<file path="src/design/flash_status_pkg.sv">
// package: register map, field positions and reset values of the flash status block
package flash_status_pkg;
    localparam logic [7:0] status_offset = 8'h00;
    localparam logic [7:0] config_offset = 8'h04;
    localparam logic [7:0] irq_status_offset = 8'h08;
    localparam logic [7:0] irq_mask_offset = 8'h0C;
    localparam logic [7:0] param_offset = 8'h10;
    localparam int done_bit = 7;
    localparam int collision_bit = 6;
    localparam int access_bit = 5;
    localparam int protect_bit = 4;
    localparam int error_bit = 0;
    localparam int done_ie_bit = 7;
    localparam int collision_ie_bit = 6;
    localparam int irq_done_bit = 0;
    localparam int irq_collision_bit = 1;
    localparam logic [1:0] irq_mask_reset = 2'h0;
    localparam logic [7:0] config_reset = 8'h00;
    localparam logic [7:0] param_reset = 8'h00;
    localparam logic [1:0] htrans_nonseq = 2'h2;
    localparam logic [2:0] hsize_word = 3'h2;
    localparam logic [1:0] hresp_okay = 2'h0;
    localparam int init_cycles = 16;
endpackage

</file>
<file path="src/design/flash_init_seq.sv">
// module: reset initialization sequence timer of the flash controller
`timescale 1ns/1ps
module flash_init_seq #(
    parameter int cycles = flash_status_pkg::init_cycles
) (
    input wire logic hclk,
    input wire logic hresetn,
    output logic init_done
);
    logic [15:0] count_reg;

    // counts from reset release, then holds done
    always_ff @(posedge hclk or negedge hresetn) begin
        if (!hresetn) begin
            count_reg <= 16'h0000;
            init_done <= 1'b0;
        end else if (!init_done) begin
            if (count_reg == 16'(cycles - 1)) begin
                init_done <= 1'b1;
            end
            count_reg <= count_reg + 16'h0001;
        end
    end
endmodule // flash_init_seq

</file>
<file path="src/design/flash_command_status.sv">
// module: flash command status register block with ahb-lite slave
//
// Register access over AHB-Lite is this design's own decision.
`timescale 1ns/1ps
module flash_command_status #(
    parameter int init_cycles = flash_status_pkg::init_cycles
) (
    input wire logic hclk,
    input wire logic hresetn,
    input wire logic hsel,
    input wire logic [31:0] haddr,
    input wire logic [1:0] htrans,
    input wire logic hwrite,
    input wire logic [2:0] hsize,
    input wire logic [31:0] hwdata,
    input wire logic hready,
    output logic [31:0] hrdata,
    output logic hreadyout,
    output logic [1:0] hresp,
    output logic cmd_launch,
    output logic [7:0] cmd_param,
    input wire logic cmd_finish,
    input wire logic cmd_violation,
    input wire logic cmd_fail,
    input wire logic init_fail,
    input wire logic read_collision,
    input wire logic access_violation,
    input wire logic protect_violation,
    output logic irq
);
    logic init_done;
    logic init_done_d_reg;
    logic cmd_done_flag;
    logic read_collision_flag;
    logic access_error_flag;
    logic protect_violation_flag;
    logic cmd_error_status;
    logic [7:0] flash_config_reg;
    logic [1:0] irq_status_reg;
    logic [1:0] irq_mask_reg;
    logic [7:0] param_reg;
    logic ph_write_reg;
    logic ph_read_reg;
    logic [7:0] ph_addr_reg;
    logic addr_valid;
    logic wr_status;
    logic wr_config;
    logic wr_mask;
    logic wr_param;
    logic rd_irq_status;
    logic launch_ok;
    logic done_rise;
    logic [7:0] flash_status_reg;
    logic collision_event;

    // write-one hit on one status bit during a status write data phase
    function automatic logic one_written(input logic strobe, input logic [31:0] data,
        input int pos);
        return strobe && data[pos];
    endfunction

    flash_init_seq #(
        .cycles(init_cycles)
    ) u_init (
        .hclk(hclk),
        .hresetn(hresetn),
        .init_done(init_done)
    );

    // address phase capture for a single nonseq transfer of any size; hsize is not decoded
    assign addr_valid = hsel && hready && (htrans == flash_status_pkg::htrans_nonseq);

    always_ff @(posedge hclk or negedge hresetn) begin
        if (!hresetn) begin
            ph_write_reg <= 1'b0;
            ph_read_reg <= 1'b0;
            ph_addr_reg <= 8'h00;
        end else if (hready) begin
            ph_write_reg <= addr_valid && hwrite;
            ph_read_reg <= addr_valid && !hwrite;
            ph_addr_reg <= haddr[7:0];
        end
    end

    // zero wait states, always okay
    assign hreadyout = 1'b1;
    assign hresp = flash_status_pkg::hresp_okay;

    // data phase write strobes and the irq status read strobe
    assign wr_status = ph_write_reg && (ph_addr_reg == flash_status_pkg::status_offset);
    assign wr_config = ph_write_reg && (ph_addr_reg == flash_status_pkg::config_offset);
    assign wr_mask = ph_write_reg && (ph_addr_reg == flash_status_pkg::irq_mask_offset);
    assign wr_param = ph_write_reg && (ph_addr_reg == flash_status_pkg::param_offset);
    assign rd_irq_status = ph_read_reg && (ph_addr_reg == flash_status_pkg::irq_status_offset);

    // launch needs a one on done bit, done set, access and protect error flags clear
    assign launch_ok = wr_status && hwdata[flash_status_pkg::done_bit]
        && cmd_done_flag
        && !access_error_flag && !protect_violation_flag
        && !hwdata[flash_status_pkg::access_bit] && !hwdata[flash_status_pkg::protect_bit];
    assign cmd_launch = launch_ok;

    // done flag; init end also raises it the first time
    always_ff @(posedge hclk or negedge hresetn) begin
        if (!hresetn) begin
            cmd_done_flag <= 1'b0;
            init_done_d_reg <= 1'b0;
        end else begin
            init_done_d_reg <= init_done;
            if (init_done && !init_done_d_reg) begin
                cmd_done_flag <= 1'b1;
            end else if (launch_ok) begin
                cmd_done_flag <= 1'b0;
            end else if (done_rise) begin
                cmd_done_flag <= 1'b1;
            end
        end
    end

    // sticky w1c error flags; a new event beats a same-cycle clear
    always_ff @(posedge hclk or negedge hresetn) begin
        if (!hresetn) begin
            read_collision_flag <= 1'b0;
            access_error_flag <= 1'b0;
            protect_violation_flag <= 1'b0;
        end else begin
            if (collision_event) begin
                read_collision_flag <= 1'b1;
            end else if (one_written(wr_status, hwdata, flash_status_pkg::collision_bit)) begin
                read_collision_flag <= 1'b0;
            end
            if (access_violation) begin
                access_error_flag <= 1'b1;
            end else if (one_written(wr_status, hwdata, flash_status_pkg::access_bit)) begin
                access_error_flag <= 1'b0;
            end
            if (protect_violation) begin
                protect_violation_flag <= 1'b1;
            end else if (one_written(wr_status, hwdata, flash_status_pkg::protect_bit)) begin
                protect_violation_flag <= 1'b0;
            end
        end
    end

    // command error result, hardware only, dropped at next launch
    always_ff @(posedge hclk or negedge hresetn) begin
        if (!hresetn) begin
            cmd_error_status <= 1'b0;
        end else if (init_fail || (cmd_fail && !cmd_done_flag)) begin
            cmd_error_status <= 1'b1;
        end else if (launch_ok) begin
            cmd_error_status <= 1'b0;
        end
    end

    // config register stays writable while a command runs
    always_ff @(posedge hclk or negedge hresetn) begin
        if (!hresetn) begin
            flash_config_reg <= flash_status_pkg::config_reset;
        end else if (wr_config) begin
            flash_config_reg <= {hwdata[7:6], 6'h00};
        end
    end

    // parameter register locked while running; free before init ends
    always_ff @(posedge hclk or negedge hresetn) begin
        if (!hresetn) begin
            param_reg <= flash_status_pkg::param_reset;
        end else if (wr_param && (cmd_done_flag || !init_done_d_reg)) begin
            param_reg <= hwdata[7:0];
        end
    end
    assign cmd_param = param_reg;

    always_ff @(posedge hclk or negedge hresetn) begin
        if (!hresetn) begin
            irq_mask_reg <= flash_status_pkg::irq_mask_reset;
        end else if (wr_mask) begin
            irq_mask_reg <= hwdata[1:0];
        end
    end

    // sticky interrupt events, cleared by a read; an event beats the clear
    assign done_rise = !cmd_done_flag && init_done_d_reg && (cmd_finish || cmd_violation);
    // a collision counts while a command holds the array, and also before init ends (done flag still low)
    assign collision_event = read_collision && !cmd_done_flag;
    always_ff @(posedge hclk or negedge hresetn) begin
        if (!hresetn) begin
            irq_status_reg <= 2'h0;
        end else begin
            irq_status_reg[flash_status_pkg::irq_done_bit] <= done_rise
                || (irq_status_reg[flash_status_pkg::irq_done_bit] && !rd_irq_status);
            irq_status_reg[flash_status_pkg::irq_collision_bit] <=
                collision_event
                || (irq_status_reg[flash_status_pkg::irq_collision_bit] && !rd_irq_status);
        end
    end

    // done request is a level while flag is set; collision from sticky bit
    assign irq = (flash_config_reg[flash_status_pkg::done_ie_bit] && cmd_done_flag)
        || (flash_config_reg[flash_status_pkg::collision_ie_bit]
            && irq_status_reg[flash_status_pkg::irq_collision_bit])
        || |(irq_status_reg & irq_mask_reg);

    // reserved bits tie low, error status only driven by hardware
    assign flash_status_reg = {cmd_done_flag, read_collision_flag, access_error_flag,
        protect_violation_flag, 3'h0, cmd_error_status};

    // registered read data, launched in address phase
    always_ff @(posedge hclk or negedge hresetn) begin
        if (!hresetn) begin
            hrdata <= 32'h00000000;
        end else if (addr_valid && !hwrite) begin
            unique case (haddr[7:0])
                flash_status_pkg::status_offset: hrdata <= {24'h000000, flash_status_reg};
                flash_status_pkg::config_offset: hrdata <= {24'h000000, flash_config_reg};
                flash_status_pkg::irq_status_offset: hrdata <= {30'h00000000, irq_status_reg};
                flash_status_pkg::irq_mask_offset: hrdata <= {30'h00000000, irq_mask_reg};
                flash_status_pkg::param_offset: hrdata <= {24'h000000, param_reg};
                default: hrdata <= 32'h00000000;
            endcase
        end
    end
endmodule // flash_command_status

</file>
<file path="config.mk">
export PLATFORM = sky130hd
export DESIGN_NAME = flash_command_status
export DESIGN_NICKNAME = d
export VERILOG_FILES = /design/src/design/flash_status_pkg.sv /design/src/design/flash_init_seq.sv /design/src/design/flash_command_status.sv
export SDC_FILE = /design/constraint.sdc
export NUM_CORES = 1
export LEC_CHECK = 0
export ABC_AREA = 1
export BUFFER_PORTS_ARGS = -buffer_cell sky130_fd_sc_hd__buf_2
export CAP_MARGIN = 20
export CORE_MARGIN = 4
export CORE_UTILIZATION = 36
export CTS_BUF_LIST = sky130_fd_sc_hd__clkbuf_4 sky130_fd_sc_hd__clkbuf_8
export CTS_CLUSTER_SIZE = 20
export DETAILED_ROUTE_END_ITERATION = 16
export MAX_ROUTING_LAYER = met4
export PLACE_DENSITY = 0.63
export SYNTH_ARGS = -nofsm -noshare
export SYNTH_HDL_FRONTEND = slang
export SYNTH_SLANG_ARGS = --single-unit
</file>
<file path="constraint.sdc">
create_clock -name hclk -period 2.3 [get_ports hclk]
set_clock_uncertainty 0.1 [all_clocks]
set_input_delay 0.46 -clock hclk [delete_from_list [all_inputs] [get_ports hclk]]
set_output_delay 0.46 -clock hclk [all_outputs]
set_load 0.005 [all_outputs]
</file>
* After elaboration in Yosys (flattened, before gate mapping) *
Index checks and enable logic that the tools add are counted.

storage, ports and cells
  input bits = 81
  word-level logic and storage cells = 93
  bits in registers = 79
  output and inout bits = 45

operators by class
  eq/ne operators = 10
  muxes and demuxes = 14
  reduce and logical (&&, ||, !) cells = 51
  bitwise gates (word level) = 1
  add/subtract/negate cells = 1

operators by type and width
  cell                     number
  $pmux W8 S5              1
  $eq A8 B4 Y1 const B     4
  $logic_and A1 B1 Y1      28
  $add A16 B1 Y16 const B  1
  $eq A16 B4 Y1 const B    1
  $eq A8 B3 Y1 const B     2
  $eq A8 B5 Y1 const B     2
  $logic_not A8 Y1         2
  $mux W1                  13
  $logic_not A1 Y1         8
  $reduce_bool A2 Y1       4
  $logic_or A1 B1 Y1       7
  $reduce_bool A3 Y1       1
  $and A2 B2 Y2            1
  $eq A2 B2 Y1 const B     1
  $reduce_or A2 Y1         1

* Logic depth before layout (Yosys ltp) *
  depth after elaboration = 10
  mapped depth = 9

* By module *
From an unflattened synthesis, not the netlist that was laid out.

second synthesis, totals
  cell total of the unflattened synthesis = 373
  area total of the unflattened synthesis = 2921.6 um^2

by module, submodules not included
  module                instances  area each (um^2)  cells an instance  sequential area each (um^2)
  flash_command_status  1          2010.7            259                950.9
  flash_init_seq        1          910.9             114                425.4

* Worst setup path after synthesis *
No wires, ideal clock.

  path type = register -> output
  from = reg ph_addr_reg[0]
  to = out cmd_launch
  slack = 0.819 ns
  required time = 1.740 ns
  stages on the path, launching flop included = 8
  arrival time = 0.921 ns
  path buffers = 0
  cell sequence = dfrtp_1 inv_1 nand2_2 nor2_4 nand2_2 nor2_4 nand3_1 inv_1

on the way
  cells in the longest elaborated chain, start to end = 8

RTL lines
  element                           RTL line                     source
  from (decl)                       flash_command_status.sv:44   logic [7:0] ph_addr_reg;
  from (signal assigned)            flash_command_status.sv:81   ph_addr_reg <= haddr[7:0];
  $logic_not A8 Y1                  flash_command_status.sv:90   assign wr_status = ph_write_reg && (ph_addr_reg == flash_status_pkg::status_offset);
  $logic_and A1 B1 Y1               flash_command_status.sv:90
  $logic_and A1 B1 Y1               flash_command_status.sv:97   assign launch_ok = wr_status && hwdata[flash_status_pkg::done_bit]
  $logic_and A1 B1 Y1               flash_command_status.sv:98   && cmd_done_flag
  $logic_and A1 B1 Y1 (2 in a row)  flash_command_status.sv:99   && !access_error_flag && !protect_violation_flag
  $logic_and A1 B1 Y1 (2 in a row)  flash_command_status.sv:100  && !hwdata[flash_status_pkg::access_bit] && !hwdata[flash_status_pkg::protect_bit];
  to (decl)                         flash_command_status.sv:20   output logic cmd_launch,

No other way between the ends.

* Worst setup path after layout *
  from = reg cmd_done_flag
  to = out cmd_launch

on the way
  cells in the longest elaborated chain, start to end = 5

RTL lines
  element                           RTL line                     source
  from (decl)                       flash_command_status.sv:33   logic cmd_done_flag;
  from (signal assigned)            flash_command_status.sv:106  cmd_done_flag <= 1'b0;
  from (signal assigned)            flash_command_status.sv:111  cmd_done_flag <= 1'b1;
  from (signal assigned)            flash_command_status.sv:113  cmd_done_flag <= 1'b0;
  $logic_and A1 B1 Y1               flash_command_status.sv:98
  $logic_and A1 B1 Y1 (2 in a row)  flash_command_status.sv:99
  $logic_and A1 B1 Y1 (2 in a row)  flash_command_status.sv:100

No other way between the ends.

==> summary.txt <==
Outcome - completed
Pins Over Slew Limit - 0
Core footprint - 7848 um^2
Vias per std cell - 4.340
RSZ-0062 raised after global routing - no
Final period util - 90.50%
Drt drc - 0
Top cell type's share of synthesized area - 46.79%
Yosys reg bits - 55
Vias in the first global route - 2233
Worst hold path class - in2async
CP delay by family, top - simple AND/OR/NAND/NOR gates
CTS tree - built
Row cnt - 32
Routed Antenna Nets - 0
Global-route wire length before repair - 9942 um
Post-CTS Setup Inserts - 0
CTS H-tree depth - 2
Crit Path Class - reg2out
Final layout net count - 503
Largest stage delay on the critical path - 0.41 ns
Post-synth EDFFs - 0
Final hold vios - 0
Synth top area cells - dfrtp_1, nand2_1, buf_4, inv_1, nand3_1
Boundary pin count - 126
DR pass1 iterations - 4
Commonest non-fill, non-tap cell in the layout - nand2_1
Synthesized area per cell - 7.972 um^2
Setup tns final - 0 ns
F_max - 0.4804 GHz
Clock buffer depth - 2
Largest net degree at the start of global routing - 56
Setup crit start kind - flop
Ant. Diodes - 0
Worst Path Required - 1.74 ns
Detailed-route wire length - 5787 um
Max Cap Violations - 0
Syn Std Cell Area - 2942 um^2
Clock sink count - 55
Critical path's most frequent cell - inv_1
LEAKAGE - 1.853 nW
Post-CTS sizing - 0
Area delta synth->final - 12.55%
Peak supply drop - 0.2161 mV
Die height - 98.40 um
Startpoint of the worst-slack reg-to-reg timing path - u_init.init_done$_DFF_PN0_
CP max stage cell - dfrtp_1
Initial Util - 37.48%
Top cell type by total area after synthesis - dfrtp_1
Initial antenna violation count - 0
Clock slew at reported path FFs - 0.10 ns
Register area share after synthesis - 46.79%
R2R setup slack - 0.66 ns
Die Area - 9682 um^2
Final core utilization - 42.19%
Root Buffer - clkbuf_8
Synth warnings - 0
Wire per inst - 11.07 um
Dominant synthesized flop cell - dfrtp_1
Commonest non-fill, non-tap cells in the layout - nand2_1, dfrtp_1, inv_1, buf_2, conb_1
Share of layout cells above drive strength 1 - 19.95%
Routability cong. - 0.8992
Detail Placement HPWL - 4593 um
CTS hold repair buffers - 0
Critical path launch point - cmd_done_flag$_DFFE_PN0P_
Die X-Extent - 98.40 um
Max FO, Critical Path - 4
Gate Count Post-Synth - 369
CTS Buf Count - 5
IO Port Bufs - 47
Pwr Density - 543.6 nW/um^2
Post-synth cell types - 30
Crit end category - output port
Cell breakdown of the critical path - inv_1 -> or2_1 -> nor2_1 -> nand3_1 -> inv_1 -> buf_2
Post-synthesis async set-or-reset flop share - 100.0%
1st-iter DRT viols - 55
Critical path buffers and inverters - 3
# setup viols final - 0
Vias - 2270
Post-layout power - 1.800 mW
Minimum clock period - 2.081 ns
Total grt overflow - 0
Max reg flops - 16
Worst EP arrival - 1.52 ns
GR Util All Layers - 12.68%
Worst-skew pair later-pin latency - 0.30 ns
worst paths after layout:
path,end,depth (start not counted)
max,cmd_launch,6
min,ph_addr_reg[1]$_DFFE_PN0P_,2
min reg2reg,cmd_done_flag$_DFFE_PN0P_,1
max in group asynchronous,cmd_done_flag$_DFFE_PN0P_,2
min in group hclk,protect_violation_flag$_DFFE_PN0P_,3
max reg2reg,u_init.count_reg[14]$_DFFE_PN0N_,8
worst reg2reg max path, stage by stage (launching register included):
cell	delay (ns)
dfrtp_1	0.45
inv_1	0.31
nand2_1	0.12
nor2_1	0.18
nand2_1	0.07
nor2_1	0.12
nand3_1	0.09
nand2_1	0.08
inv_1	0.04
cells in the mapped netlist, types with 2 or more instances:
| cell | number |
|---|---|
| nor2_1 | 23 |
| xor2_1 | 6 |
| nand2_1 | 110 |
| inv_2 | 3 |
| xnor2_1 | 4 |
| buf_6 | 2 |
| nor3_1 | 2 |
| o21ai_2 | 8 |
| nor2_4 | 4 |
| inv_1 | 51 |
| nor4_1 | 3 |
| dfrtp_1 | 55 |
| nand2_2 | 5 |
| nor2_2 | 4 |
| nand4_1 | 5 |
| buf_4 | 27 |
| conb_1 | 2 |
| o21ai_0 | 18 |
| nand3_1 | 26 |
final cells by class:
cell class | instances | area [um^2]
inverters | 54 | 202.7
flip-flops and latches | 55 | 1376
repair buffers | 50 | 270.3
clock buffers | 5 | 68.82
multi-input cells | 255 | 1227
fillers | 836 | 4537
clock inverters | 2 | 37.54
well taps | 102 | 127.6
power by group:
part           total [mW]  switching, mW  internal, mW
combinational       0.156         0.0990        0.0573
sequential           1.02         0.0218         0.996
clock               0.625          0.307         0.319
cells by family (layout without fill, tap and decap cells):
group | Yosys count | count (layout) | synth area share (%)
AND/OR/NAND/NOR | 188 | 188 | 28.88
buffers and inverters | 84 | 111 | 14.67
flip-flops | 55 | 55 | 46.79
AO/OA/AOI/OAI | 29 | 29 | 5.997
XOR/XNOR | 10 | 10 | 2.977
other | 2 | 27 | 0.2553
adder cells (fa/ha/maj) | 1 | 1 | 0.4253
per-layer routing:
metal  global-route usage, %  part of all wire, %
met2                   22.62                   51
met1                   14.35                   42
met5                       -                    0
met4                   2.416                  1.2
met3                   3.357                  5.5
through the flow:
stage	worst slack (ns)	instances	hold slack, ns	instance area (um^2)
after detailed placement	0.4814	516	0.3395	3204
final	0.2186	523	0.03330	3311
after CTS	0.1460	523	0.04225	3311
after global routing	0.06123	523	0.05340	3311
after global placement	0.4712	516	0.3344	3204
after floorplan	0.8192	394	0.06441	3035
Power figures use the tool's default switching activity.
